### src/hdl/uart_efc_pkg.sv
// constants for the enhanced feature control block of one uart channel
package uart_efc_pkg;
    // register byte offsets on the axi4-lite slave
    localparam logic [7:0] OFS_MODEM_STATUS_LOCATION = 8'h00;
    localparam logic [7:0] OFS_SCRATCH_STORE = 8'h04;
    localparam logic [7:0] OFS_FEATURE_CONTROL = 8'h08;
    localparam logic [7:0] OFS_ENHANCED_FEATURE = 8'h0C;
    localparam logic [7:0] OFS_CONFIG = 8'h10;
    localparam logic [7:0] OFS_STATUS = 8'h14;
    // reset values
    localparam logic [7:0] RST_SCRATCH_STORE = 8'hFF;
    localparam logic [7:0] RST_FEATURE_CONTROL = 8'h00;
    localparam logic [7:0] RST_ENHANCED_FEATURE = 8'h00;
    localparam logic [3:0] RST_TURNAROUND = 4'h0;
    localparam logic [15:0] RST_BAUD_DIV = 16'h0001;
    // field positions
    localparam int FC_IR_INV_BIT = 4;
    localparam int FC_RS485_BIT = 5;
    localparam int FC_TABLE_LSB = 6;
    localparam int EF_ENABLE_BIT = 4;
    localparam int TURN_LSB = 4;
    // trigger table code for table d
    localparam logic [1:0] TABLE_D = 2'h3;
    // software flow control pair codes
    localparam logic [1:0] SWFC_NONE = 2'h0;
    localparam logic [1:0] SWFC_SECOND = 2'h1;
    localparam logic [1:0] SWFC_FIRST = 2'h2;
    localparam logic [1:0] SWFC_BOTH = 2'h3;
    // oversampling: one bit period is 16 baud ticks
    localparam logic [3:0] TICKS_PER_BIT_M1 = 4'hF;
    localparam logic [3:0] FRAME_BITS = 4'hA;
    // axi responses
    localparam logic [1:0] RESP_OKAY = 2'h0;
    localparam logic [1:0] RESP_SLVERR = 2'h2;
    typedef enum logic [3:0] {
        TX_IDLE = 4'b0001,
        TX_SEND = 4'b0010,
        TX_TURN = 4'b0100,
        TX_HOLD = 4'b1000
    } tx_state_t;
endpackage

### src/hdl/uart_efc.sv
// enhanced feature control of one uart channel with axi4-lite registers
module uart_efc
    import uart_efc_pkg::*;
(
    input wire logic clk_i,
    input wire logic rst_i,
    input wire logic [7:0] s_axi_awaddr,
    input wire logic s_axi_awvalid,
    output logic s_axi_awready,
    input wire logic [31:0] s_axi_wdata,
    input wire logic [3:0] s_axi_wstrb,
    input wire logic s_axi_wvalid,
    output logic s_axi_wready,
    output logic [1:0] s_axi_bresp,
    output logic s_axi_bvalid,
    input wire logic s_axi_bready,
    input wire logic [7:0] s_axi_araddr,
    input wire logic s_axi_arvalid,
    output logic s_axi_arready,
    output logic [31:0] s_axi_rdata,
    output logic [1:0] s_axi_rresp,
    output logic s_axi_rvalid,
    input wire logic s_axi_rready,
    input wire logic tx_load_i,
    input wire logic tx_fifo_empty_i,
    input wire logic ir_rx_i,
    output logic ir_rx_o,
    output logic rs485_dir_o,
    output logic tx_line_busy_o,
    output logic tx_int_o,
    output logic [1:0] trigger_table_o,
    output logic [5:0] flow_hysteresis_o,
    output logic flow_adjacent_level_o,
    output logic [1:0] swfc_tx_mode_o,
    output logic [1:0] swfc_rx_mode_o,
    output logic swfc_rx_either_o,
    output logic swfc_rx_sequence_o
);
    function automatic logic [5:0] hyst_chars(input logic [3:0] code);
        unique case (code)
            4'h0: hyst_chars = 6'd0;
            4'h1: hyst_chars = 6'd4;
            4'h2: hyst_chars = 6'd6;
            4'h3: hyst_chars = 6'd8;
            4'h4: hyst_chars = 6'd8;
            4'h5: hyst_chars = 6'd16;
            4'h6: hyst_chars = 6'd24;
            4'h7: hyst_chars = 6'd32;
            4'h8: hyst_chars = 6'd40;
            4'h9: hyst_chars = 6'd44;
            4'hA: hyst_chars = 6'd48;
            4'hB: hyst_chars = 6'd52;
            4'hC: hyst_chars = 6'd12;
            4'hD: hyst_chars = 6'd20;
            4'hE: hyst_chars = 6'd28;
            default: hyst_chars = 6'd36;
        endcase
    endfunction

    function automatic logic [7:0] merge_byte(input logic [7:0] old, input logic [31:0] wd,
                                              input logic [3:0] st);
        merge_byte = st[0] ? wd[7:0] : old;
    endfunction

    logic [7:0] scratch_q;
    logic [7:0] feature_q;
    logic [7:0] enhanced_q;
    logic [3:0] turn_q;
    logic [15:0] baud_div_q;
    logic [15:0] baud_cnt_q;
    logic baud_tick;
    logic aw_held_q;
    logic w_held_q;
    logic [7:0] aw_addr_q;
    logic [31:0] w_data_q;
    logic [3:0] w_strb_q;
    logic wr_fire;
    logic wr_ok;
    logic ef_en;
    tx_state_t state_q;
    logic [3:0] tick_q;
    logic [3:0] bits_q;
    logic pending_q;

    assign ef_en = enhanced_q[EF_ENABLE_BIT];

    // write path: address and data taken in either order, response after both
    assign wr_fire = aw_held_q && w_held_q && !s_axi_bvalid;
    assign wr_ok = aw_addr_q[7:2] <= OFS_STATUS[7:2];

    always_ff @(posedge clk_i) begin
        if (rst_i) begin
            aw_held_q <= 1'b0;
            aw_addr_q <= 8'h00;
            s_axi_awready <= 1'b0;
        end else if (wr_fire) begin
            aw_held_q <= 1'b0;
            s_axi_awready <= 1'b0;
        end else if (s_axi_awvalid && s_axi_awready) begin
            aw_held_q <= 1'b1;
            aw_addr_q <= s_axi_awaddr;
            s_axi_awready <= 1'b0;
        end else begin
            s_axi_awready <= !aw_held_q && !s_axi_bvalid;
        end
    end

    always_ff @(posedge clk_i) begin
        if (rst_i) begin
            w_held_q <= 1'b0;
            w_data_q <= 32'h0000_0000;
            w_strb_q <= 4'h0;
            s_axi_wready <= 1'b0;
        end else if (wr_fire) begin
            w_held_q <= 1'b0;
            s_axi_wready <= 1'b0;
        end else if (s_axi_wvalid && s_axi_wready) begin
            w_held_q <= 1'b1;
            w_data_q <= s_axi_wdata;
            w_strb_q <= s_axi_wstrb;
            s_axi_wready <= 1'b0;
        end else begin
            s_axi_wready <= !w_held_q && !s_axi_bvalid;
        end
    end

    always_ff @(posedge clk_i) begin
        if (rst_i) begin
            s_axi_bvalid <= 1'b0;
            s_axi_bresp <= RESP_OKAY;
        end else if (wr_fire) begin
            s_axi_bvalid <= 1'b1;
            s_axi_bresp <= wr_ok ? RESP_OKAY : RESP_SLVERR;
        end else if (s_axi_bready) begin
            s_axi_bvalid <= 1'b0;
        end
    end

    // registers
    always_ff @(posedge clk_i) begin
        if (rst_i) begin
            scratch_q <= RST_SCRATCH_STORE;
        end else if (wr_fire && aw_addr_q == OFS_SCRATCH_STORE) begin
            scratch_q <= merge_byte(scratch_q, w_data_q, w_strb_q);
        end
    end

    always_ff @(posedge clk_i) begin
        if (rst_i) begin
            turn_q <= RST_TURNAROUND;
        end else if (wr_fire && aw_addr_q == OFS_MODEM_STATUS_LOCATION && ef_en
                     && w_strb_q[0]) begin
            turn_q <= w_data_q[TURN_LSB +: 4];
        end
    end

    // feature control holds enhanced bits; frozen while enable is clear
    always_ff @(posedge clk_i) begin
        if (rst_i) begin
            feature_q <= RST_FEATURE_CONTROL;
        end else if (wr_fire && aw_addr_q == OFS_FEATURE_CONTROL && ef_en) begin
            feature_q <= merge_byte(feature_q, w_data_q, w_strb_q);
        end
    end

    // the enable bit itself is always writable, otherwise it could never be set
    always_ff @(posedge clk_i) begin
        if (rst_i) begin
            enhanced_q <= RST_ENHANCED_FEATURE;
        end else if (wr_fire && aw_addr_q == OFS_ENHANCED_FEATURE) begin
            enhanced_q <= merge_byte(enhanced_q, w_data_q, w_strb_q);
        end
    end

    always_ff @(posedge clk_i) begin
        if (rst_i) begin
            baud_div_q <= RST_BAUD_DIV;
        end else if (wr_fire && aw_addr_q == OFS_CONFIG) begin
            if (w_strb_q[0]) begin
                baud_div_q[7:0] <= w_data_q[7:0];
            end
            if (w_strb_q[1]) begin
                baud_div_q[15:8] <= w_data_q[15:8];
            end
        end
    end

    // read path
    always_ff @(posedge clk_i) begin
        if (rst_i) begin
            s_axi_arready <= 1'b0;
            s_axi_rvalid <= 1'b0;
            s_axi_rdata <= 32'h0000_0000;
            s_axi_rresp <= RESP_OKAY;
        end else if (s_axi_arvalid && s_axi_arready) begin
            s_axi_arready <= 1'b0;
            s_axi_rvalid <= 1'b1;
            s_axi_rresp <= RESP_OKAY;
            unique case (s_axi_araddr)
                OFS_MODEM_STATUS_LOCATION: s_axi_rdata <= 32'h0000_0000;
                OFS_SCRATCH_STORE: s_axi_rdata <= {24'h000000, scratch_q};
                OFS_FEATURE_CONTROL: s_axi_rdata <= {24'h000000, feature_q};
                OFS_ENHANCED_FEATURE: s_axi_rdata <= {24'h000000, enhanced_q};
                OFS_CONFIG: s_axi_rdata <= {16'h0000, baud_div_q};
                OFS_STATUS: s_axi_rdata <= {24'h000000, turn_q, state_q};
                default: begin
                    s_axi_rdata <= 32'h0000_0000;
                    s_axi_rresp <= RESP_SLVERR;
                end
            endcase
        end else if (s_axi_rvalid) begin
            if (s_axi_rready) begin
                s_axi_rvalid <= 1'b0;
            end
        end else begin
            s_axi_arready <= 1'b1;
        end
    end

    // baud tick from divider; a divider of zero behaves as one
    assign baud_tick = baud_cnt_q == 16'h0000;
    always_ff @(posedge clk_i) begin
        if (rst_i) begin
            baud_cnt_q <= 16'h0000;
        end else if (baud_tick) begin
            baud_cnt_q <= (baud_div_q == 16'h0000) ? 16'h0000 : baud_div_q - 16'h0001;
        end else begin
            baud_cnt_q <= baud_cnt_q - 16'h0001;
        end
    end

    // a load that arrives mid-frame is remembered for the next frame; a load outside a
    // frame starts one at once, so remembering it as well would send a second frame
    always_ff @(posedge clk_i) begin
        if (rst_i) begin
            pending_q <= 1'b0;
        end else if (tx_load_i && state_q == TX_SEND) begin
            pending_q <= 1'b1;
        end else if (state_q != TX_SEND) begin
            pending_q <= 1'b0;
        end
    end

    // transmit frame timing and turn-around delay
    always_ff @(posedge clk_i) begin
        if (rst_i) begin
            state_q <= TX_IDLE;
            tick_q <= 4'h0;
            bits_q <= 4'h0;
        end else begin
            unique case (state_q)
                TX_IDLE, TX_TURN, TX_HOLD: begin
                    if (tx_load_i || pending_q || !tx_fifo_empty_i) begin
                        state_q <= TX_SEND;
                        tick_q <= TICKS_PER_BIT_M1;
                        bits_q <= FRAME_BITS;
                    end else if (state_q == TX_TURN && baud_tick) begin
                        if (tick_q != 4'h0) begin
                            tick_q <= tick_q - 4'h1;
                        end else if (bits_q <= 4'h1) begin
                            state_q <= TX_IDLE;
                        end else begin
                            tick_q <= TICKS_PER_BIT_M1;
                            bits_q <= bits_q - 4'h1;
                        end
                    end else if (state_q == TX_HOLD) begin
                        state_q <= TX_IDLE;
                    end
                end
                TX_SEND: begin
                    if (baud_tick) begin
                        if (tick_q != 4'h0) begin
                            tick_q <= tick_q - 4'h1;
                        end else if (bits_q == 4'h1) begin
                            // stop bit has left the shift register
                            tick_q <= TICKS_PER_BIT_M1;
                            bits_q <= turn_q;
                            state_q <= (turn_q == 4'h0) ? TX_HOLD : TX_TURN;
                        end else begin
                            tick_q <= TICKS_PER_BIT_M1;
                            bits_q <= bits_q - 4'h1;
                        end
                    end
                end
                default: state_q <= TX_IDLE;
            endcase
        end
    end

    // direction output: high from load through frame and turn-around
    always_ff @(posedge clk_i) begin
        if (rst_i) begin
            rs485_dir_o <= 1'b0;
        end else if (!feature_q[FC_RS485_BIT]) begin
            rs485_dir_o <= 1'b0;
        end else if (tx_load_i || !tx_fifo_empty_i) begin
            rs485_dir_o <= 1'b1;
        end else begin
            rs485_dir_o <= state_q == TX_SEND || state_q == TX_TURN;
        end
    end

    always_ff @(posedge clk_i) begin
        if (rst_i) begin
            tx_line_busy_o <= 1'b0;
            tx_int_o <= 1'b0;
        end else begin
            tx_line_busy_o <= state_q == TX_SEND;
            if (feature_q[FC_RS485_BIT]) begin
                tx_int_o <= tx_fifo_empty_i && !tx_load_i && state_q != TX_SEND;
            end else begin
                tx_int_o <= tx_fifo_empty_i && !tx_load_i;
            end
        end
    end

    always_ff @(posedge clk_i) begin
        if (rst_i) begin
            ir_rx_o <= 1'b0;
        end else begin
            ir_rx_o <= ir_rx_i ^ feature_q[FC_IR_INV_BIT];
        end
    end

    // flow control configuration decode
    always_ff @(posedge clk_i) begin
        if (rst_i) begin
            trigger_table_o <= 2'h0;
            flow_hysteresis_o <= 6'd0;
            flow_adjacent_level_o <= 1'b1;
        end else begin
            trigger_table_o <= feature_q[FC_TABLE_LSB +: 2];
            if (feature_q[FC_TABLE_LSB +: 2] == TABLE_D) begin
                flow_hysteresis_o <= hyst_chars(feature_q[3:0]);
                flow_adjacent_level_o <= feature_q[3:0] == 4'h0;
            end else begin
                flow_hysteresis_o <= 6'd0;
                flow_adjacent_level_o <= 1'b1;
            end
        end
    end

    always_ff @(posedge clk_i) begin
        if (rst_i) begin
            swfc_tx_mode_o <= SWFC_NONE;
            swfc_rx_mode_o <= SWFC_NONE;
            swfc_rx_either_o <= 1'b0;
            swfc_rx_sequence_o <= 1'b0;
        end else begin
            swfc_tx_mode_o <= enhanced_q[3:2];
            swfc_rx_mode_o <= enhanced_q[1:0];
            swfc_rx_either_o <= enhanced_q[1:0] == SWFC_BOTH
                && (enhanced_q[3:2] == SWFC_FIRST || enhanced_q[3:2] == SWFC_SECOND);
            swfc_rx_sequence_o <= enhanced_q[1:0] == SWFC_BOTH
                && (enhanced_q[3:2] == SWFC_BOTH || enhanced_q[3:2] == SWFC_NONE);
        end
    end
endmodule

### config.mk
export PLATFORM = sky130hd
export DESIGN_NAME = uart_efc
export DESIGN_NICKNAME = d
export VERILOG_FILES = /design/src/hdl/uart_efc_pkg.sv /design/src/hdl/uart_efc.sv
export SDC_FILE = /design/constraint.sdc
export NUM_CORES = 1
export LEC_CHECK = 0
export BUFFER_PORTS_ARGS = -buffer_cell sky130_fd_sc_hd__buf_2
export CAP_MARGIN = 30
export CORE_MARGIN = 5
export CORE_UTILIZATION = 40
export DETAILED_ROUTE_END_ITERATION = 10
export SYNTH_ARGS = -nofsm -noshare
export SYNTH_HDL_FRONTEND = slang
export SYNTH_SLANG_ARGS = --single-unit
### constraint.sdc
create_clock -name clk_i -period 1.9 [get_ports clk_i]
set_input_delay 0 -clock clk_i [delete_from_list [all_inputs] [get_ports clk_i]]
set_output_delay 0 -clock clk_i [all_outputs]
set_load 0.005 [all_outputs]
==> results.md, run 1 <==
Run status:
- The run finished with clean final reports.

Setup path:
- For the worst setup path, the data arrival time is between 2 and 2.5 ns.
- Along the worst path, the maximum fanout reaches 4.
- The launching instance or port of the critical path is tick_q[1].
- Walking the worst path, the cells encountered are inv_2 > ha_4 > or3b_4 > o41ai_4 > nand3_2 > buf_6 > a31oi_2 > a311oi_2.
- STA classifies the critical path endpoint as a flop.
- The launching element type of the critical path is a flop.
- The cell with the largest stage delay on the worst path is or3b_4.
- The worst register-to-register path begins at tick_q[1].
- The delay of the slowest cell on the worst path is just under 0.4 ns.
- Counting both buffers and inverters, the worst setup path holds a total of 2.
- The kind of cell adding the most delay to the critical path is compound AO/OA/AOI/OAI gates.
- The class of the most critical setup path is flop to flop.
- The required time of the critical path is ~2.2 ns.

Floorplan:
- The core footprint is 16,350 um^2.
- The horizontal die dimension is between 100 and 150 um.
- The die covers 19,130 um^2.
- The I/O pin count is about 120.
- In this run the vertical extent of the chip is between 100 and 150 um.
- The starting density of the core is approximately 40%.
- The initialized floorplan defines 47 standard-cell rows.

Timing:
- Across the routed clock network, the largest skew measured is slightly above 0.009 ns.
- The shortest period the worst path allows is between 1.5 and 2 ns.
- At the pin with the least slew margin, the transition time is around 0.73 ns.
- Of the available clock period, the critical path in the final layout requires around 100%.
- The count of pins over their slew limit is 0.
- After layout, the worst setup slack is between 0.003 and 0.004 ns.
- Adding up every negative setup slack in the final design gives 0 ns.
- Setup repair after global routing could not meet its margin everywhere.
- The number of endpoints failing setup at the final stage is 0.
- The final count of hold timing violations is 0.
- The remaining max-slew budget at the tightest pin is 51.20%.
- The highest achievable clock rate is ~0.53 GHz.

Drt:
- In the routed design, unresolved DRC markers number 0.
- The number of nets still failing antenna checks after routing is 0.
- In the routed layout, each cell is associated on average with a via count of slightly above 5.
- In this run, the number of DRC markers left after iteration 0 of detailed routing was 289.
- The pre-antenna-repair detailed-routing pass consisted of 4 iterations.
- After detailed routing, the average wire length per cell comes to ~15 um.
- For this block, the routed nets add up to about 17,000 um of wire.
- The count of vias placed by the detailed router is around 5,800.

Yosys:
- The fraction of the yosys area taken by sequential cells is a little over two fifths.
- Yosys mapped a number of flops with a built-in enable equal to 0.
- Summed over its instances, the top area cell type makes up between 40% and 50% of the synthesized netlist area.
- Yosys instantiated no cell more often than dfxtp_1.
- The synthesized area per cell is approximately 9 um^2.
- The most instantiated flip-flop cell in the synthesis netlist is dfxtp_1.
- The commonest cells after synthesis are dfxtp_1, nand2_1, nor2_1.
- The biggest area contributor in the post-synthesis netlist is dfxtp_1.
- Synthesis instantiated 71 different standard cells from the library.
- For this run, the number of Yosys warnings is 0.
- Sorting the synthesized cells by area gives the leading types as dfxtp_1, mux2i_1, nand2_1, a21oi_1, nor2_1.
- The flip-flop and latch count after synthesis is around 140.
- The total standard cell area after synthesis is about 6600 um^2.
- For this run, asynchronously set or reset flops after synthesis account for 0%.
- The cell count after synthesis is ~730.

Global routing:
- The via count of the first global-routing pass came to 5,702.
- The total global routing overflow is 0.
- The global routing usage summed across all routing layers is approximately 18%.
- Entering global routing, the biggest net connects ~70 pins.
- The number of antenna violations at the first check in global routing is 0.
- The first-pass GRT wire length is between 20,000 and 30,000 um.

CTS:
- The number of clock sinks is ~140.
- In this run the deepest clock path goes through 2 buffers.
- The clock latency of the later-clocked register in the worst-skew pair is between 0.4 and 0.5 ns.
- The H-tree generated during clock tree synthesis spans 4 levels.
- The number of CTS-inserted buffers is 17.
- The root buffer selected by CTS is clkbuf_16.
- The CTS tree is yes.
- After clock tree synthesis, the clock-pin slew on the worst setup and hold paths is around 0.06 ns.

Power and ir drop:
- The worst-case vdd ir drop is 0.5940 mV.
- For this design the ratio of total power to cell area is ~1100 nW/um^2.
- The static power due to leakage is between 3 and 4 nW.
- Summing internal, switching and leakage power gives slightly below 10 mW.

Place:
- Routability-driven placement finished with a final weighted congestion of 0.8201.
- The detailed-placement wirelength estimate is about 12,000 um.
- The pre-CTS setup slack is -0.08219 ns.
- Port buffering added 84 buffers.
- After detailed placement, the design holds a cell count of 1,061.

Finish:
- The area taken by flip-flops and latches is about 2900 um^2.
- The area added between synthesis and finish is 33.50%.
- The final non-filler cell total is 1,132.
- The final layout net count is approximately 970.
- The number of antenna cells inserted is 0.
- The area taken by multi-input logic gates is ~3600 um^2.
- The filler cell count is around 1,500.
- Of the cells placed in the final design, the portion with a size suffix greater than 1 is a little over a quarter.

Worst hold path:
- The class of the tightest hold or removal check is input pin to flop.
- The startpoint identified for the worst hold timing path is s_axi_araddr[3].

Run:
- The max-capacitance violation count is 0.
cells by family after synthesis:
kind of cell,share of synthesized area [%]
mux,10.03
buf+inv,5.909
simple gates,23.11
compound gates,12.48
xor+xnor,3.724
flops,43.17
other cells,0.05695
fa+ha+maj,1.520
area by class of cell:
type	instances	area share, %
clock buffers	20	5.309
clock inverters	12	2.078
inverters	23	0.9821
multi-input cells	529	40.95
flip-flops and latches	142	32.42
well taps	220	3.131
repair buffers	186	15.13
power by group:
group,switching (mW),internal [mW]
Sequential,0.270,3.23
Combinational,1.26,1.34
Clock,1.30,2.31
stage by stage:
stage	util (%)	hold slack, ns	area [um^2]
2_1_floorplan	-	0.08309	6653
3_3_place_gp	46.23	0.2375	7559
3_5_place_dp	46.23	0.2425	7559
4_1_cts	52.60	0.01656	8600
5_1_grt	53.77	0.08156	8791
6_report	53.77	0.04612	8791
worst min-delay path, cell delays in order:
cell and delay, ns:
buf_2 0.14, a211oi_1 0.12, nor3_1 0.16
final timing paths:
check,to,slack (ns),cells past startpoint
worst min-delay path,s_axi_rresp[1],0.05,3
worst max-delay path,tick_q[1],0.003,8
worst min register to register,s_axi_rdata[13],0.45,2
worst max register to register,tick_q[1],0.003,8
sequential cells by signal, indices dropped and copies added (netlist names), 5 cells and up:
name               count
feature_q              8
baud_cnt_q            16
flow_hysteresis_o      5
enhanced_q             8
w_data_q              16
s_axi_rdata           16
baud_div_q            16
scratch_q              8
aw_addr_q              8
cells in the final DEF, fill, tap and decap left out, types with 5 or more instances in the layout:
| cell | netlist | layout |
|---|---|---|
| dfxtp_1 | 142 | 136 |
| nand2_1 | 88 | 87 |
| buf_2 | 8 | 83 |
| nor2_1 | 73 | 72 |
| mux2i_1 | 66 | 66 |
| buf_4 | 20 | 63 |
| a21oi_1 | 55 | 55 |
| dlygate4sd3_1 | 0 | 35 |
| xnor2_1 | 22 | 22 |
| inv_1 | 23 | 20 |
| conb_1 | 1 | 19 |
| nand3_1 | 18 | 18 |
| o21ai_0 | 17 | 17 |
| clkbuf_16 | 0 | 17 |
| nor3_1 | 14 | 12 |
| nand4_1 | 8 | 8 |
| o22ai_1 | 8 | 8 |
| a221oi_1 | 8 | 8 |
| nor3b_1 | 9 | 7 |
| nor2b_1 | 8 | 7 |
| nand2b_1 | 7 | 7 |
| and3_1 | 6 | 6 |
| xor2_1 | 6 | 6 |
| a211oi_1 | 7 | 6 |
| dfxtp_2 | 0 | 6 |
| nor3_2 | 3 | 5 |
| nor4_1 | 6 | 5 |
per-layer routing:
layer	up-vias	part of all wire (%)	global-route usage, %	wire length [um]
met3	22	3.9	3.729	684
met1	2745	46	22.83	7975
met4	0	2.1	6.396	368
met5	-	0	0	0
met2	127	48	30.27	8322
li1	2875	-	-	-
what timing repair did:
action	CTS	global route
resized for setup	7	37
pin swaps	2	10
buffers inserted	1	3
hold endpoints to repair	45	0
hold buffers	35	0
setup endpoints to repair	26	47
No activity file was read; power rests on OpenSTA's default activity.
==> inputs of run 2 (changes only) <==
--- a/config.mk
+++ b/config.mk
@@ -10,6 +10,7 @@
 export CORE_MARGIN = 5
 export CORE_UTILIZATION = 40
 export DETAILED_ROUTE_END_ITERATION = 10
+export SETUP_SLACK_MARGIN = 0.5
 export SYNTH_ARGS = -nofsm -noshare
 export SYNTH_HDL_FRONTEND = slang
 export SYNTH_SLANG_ARGS = --single-unit
==> run 2 against run 1 <==
Register-to-register slack better by 0.03 ns; utilization is 2.0 points higher; setup slack better by 0.031 ns; total power is 0.53% higher; sequential share of layout area is 0.90 points lower; via count is 1.1% higher; clock skew is 0.00088 ns higher; global-route usage is 0.47 points higher; design area is 3.8% higher; non-clock buffer count is 9 higher; routed wire length is 3.0% higher.
==> results.md, run 2 (synthesis gave the netlist of run 1 again) <==
Run:
- The max-capacitance violation count is 0.

Setup path:
- For this run, the slowest stage of the critical path takes 0.53 ns.
- Walking the worst path, the cells encountered are buf_6 > or4_4 > nor3b_4 > and4_1 > buf_6 > nor2_4 > a211oi_2.
- The launching element type of the critical path is a flop.
- For the worst setup path, the data required time is between 2 and 2.5 ns.
- The class of the most critical setup path is flop to flop.
- The largest fanout on the critical path is 6.
- The library cell appearing most often on the critical path is buf_6.
- The worst register-to-register path begins at baud_cnt_q[12].
- The number of buffers and inverters on the critical path is 2.
- At the worst endpoint, the arrival time is ~2.2 ns.
- The number of cells on the worst reg-to-reg path is 7.
- The endpoint class of the critical path is a flop.
- In this design, the largest share of critical-path delay is due to simple AND/OR/NAND/NOR gates.
- The cell with the largest stage delay on the worst path is or4_4.
- Setup slack on the worst reg-to-reg path comes out at around 0.034 ns.
- The worst register-to-register path ends at baud_cnt_q[6].

Finish:
- The library cell used most frequently in the layout, excluding fill and tap cells, is dfxtp_1.
- The number of antenna cells inserted is 0.
- The library cells used most frequently in the layout, excluding fill and tap cells, are dfxtp_1, nand2_1, buf_2.
- From synthesis to final layout, the design area changed by 38.57%.
- The fraction of layout instances using a drive strength above 1 is between 30 and 40%.
- In the final design database the tool counted about 980 nets.
- The filler cell count is ~1,500.

Drt:
- The routed layout has 5,831 vias.
- The vias per cell is 5.110.
- The count of unresolved DRC violations after routing is 0.
- After detailed routing, the average wire length per cell comes to around 16 um.
- The violation count after the first detailed-routing iteration is 279.
- The pre-antenna-repair detailed-routing pass consisted of 5 iterations.
- The total detailed-routing wirelength is 17,870 um.
- The number of nets still failing antenna checks after routing is 0.

Place:
- In this run the tool buffered the top-level ports with 84 buffer cells.
- The pre-CTS setup slack is ~0.026 ns.
- Detailed placement finished with a half-perimeter wire length of approximately 12,000 um.
- At the end of routability-driven placement, the weighted congestion stood at slightly above 0.8.

Timing:
- Setup repair after global routing could not meet its margin everywhere.
- The final worst setup slack is 0.03409 ns.
- The shortest period the worst path allows is ~1.9 ns.
- The post-route fraction of the period consumed by the critical path is 98.21%.
- Summed over all failing endpoints, the final setup total negative slack is 0 ns.
- The clock arrives with between 0.01 and 0.015 ns of skew.
- The final count of hold timing violations is 0.
- The count of pins over their slew limit came to 0.
- For this run, the top clock speed supported by timing is 0.5359 GHz.
- The number of endpoints failing setup at the final stage is 0.

CTS:
- The clock latency of the later-clocked register in the worst-skew pair is around 0.42 ns.
- In this run the deepest clock path goes through 2 buffers.
- The H-tree generated during clock tree synthesis spans 4 levels.
- CTS saw 142 sinks.
- Clock-pin slew was measured on the worst setup and hold paths at roughly 0.06 ns.
- TritonCTS built the clock tree.
- The number of CTS-inserted buffers is 17.
- The root buffer cell chosen for the clock tree is clkbuf_16.

Floorplan:
- The number of placement rows is 47.
- The die outline area is around 19,000 um^2.
- The die extent in y is roughly 140 um.
- The I/O pin count is 122.
- The starting density of the core is 40.28%.
- The floorplan step set the die width to between 100 and 150 um.
- The total area inside the core boundary comes to ~16,000 um^2.

Worst hold path:
- The startpoint identified for the worst hold timing path is tx_load_i.
- Counting instances, the worst hold path has a depth of 4.
- The worst hold path terminates at state_q[1].
- The class of the tightest hold or removal check is input pin to flop.

Global routing:
- The first-pass GRT wire length is 29,090 um.
- The number of antenna violations at the first check in global routing is 0.
- In the global route stage, overall resource usage came out at between 15 and 20%.
- The via count of the first global-routing pass came to 5,860.
- The total global routing overflow is 0.
- Entering global routing, the biggest net connects slightly above 80 pins.

Run status:
- The run finished with clean final reports.

Power and ir drop:
- VDD sags by at most around 0.7 mV.
- The power density over the cells is between 1000 and 1500 nW/um^2.
- The static power due to leakage is about 3.6 nW.
==> run 2: cell count changes in the layout (fill, tap and decap cells not counted), sizes merged <==
| cell | before | now |
|---|---|---|
| buf | 151 | 160 |
| inv | 25 | 26 |
| clkbuf | 20 | 18 |
| clkinvlp | 3 | 7 |
| bufinv | 4 | 1 |
==> run 2: worst reg2reg max path, cell delays in order, from the launching register on <==
cell and delay, ns:
dfxtp_2 0.33, buf_6 0.11, or4_4 0.53, nor3b_4 0.22, and4_1 0.24, buf_6 0.15, nor2_4 0.04, a211oi_2 0.18
==> run 2: report_power, final <==
group	internal, mW	switching, mW
registers	3.24	0.288
clock network	1.82	1.34
logic	1.60	1.47
total	6.66	3.10
==> run 2: what timing repair did <==
| action | in CTS | in global routing |
|---|---|---|
| setup buffers | 22 | 13 |
| cloned | 1 | 0 |
| resized for setup | 56 | 46 |
| hold buffers | 35 | 0 |
| pin swaps | 30 | 33 |
| endpoints found under the hold margin | 56 | 0 |
| endpoints found under the setup margin | 99 | 103 |
==> run 2: cell type report <==
| cell class | count | area (um^2) | share of cell area (%) |
|---|---|---|---|
| clock buffer | 18 | 429.2 | 4.703 |
| timing repair buffer | 195 | 1464 | 16.04 |
| multi-input combinational | 529 | 3852 | 42.22 |
| inverter | 23 | 92.59 | 1.015 |
| sequential | 142 | 2877 | 31.52 |
| tap | 220 | 275.3 | 3.017 |
| clock inverter | 14 | 135.1 | 1.481 |
==> run 2: how the worst max path moves through the flow <==
stage | start | slack, ns | cells after the start | endpoint
after floorplan | tick_q[1] | 0.09 | 8 | tick_q[2]
after global placement | state_q[0] | 0.10 | 6 | tick_q[3]
after detailed placement | baud_cnt_q[11] | 0.03 | 6 | bits_q[3]
after CTS | baud_cnt_q[12] | 0.1 | 7 | baud_cnt_q[5]
after global routing | baud_cnt_q[12] | -0.05 | 7 | baud_cnt_q[5]
final | baud_cnt_q[12] | 0.03 | 7 | baud_cnt_q[6]
==> run 2: metrics by stage <==
step	area [um^2]	std cells	utilization (%)	hold WS (ns)	total power [mW]
after floorplan	6875	750	-	0.08309	5.198
after global placement	7560	1038	46.24	0.2369	5.798
after detailed placement	7560	1038	46.24	0.2450	5.868
after CTS	8850	1128	54.13	0.06493	9.481
after global routing	9125	1141	55.82	0.1314	10.29
final	9125	1141	55.82	0.09380	9.768
==> run 2: metal layers <==
layer | part of all wire (%) | wire length [um] | GRT usage, %
met1 | 45 | 8095 | 22.84
met2 | 49 | 8719 | 31.53
met3 | 4.0 | 713 | 4.075
met4 | 1.9 | 339 | 6.708
met5 | 0 | 0 | 0
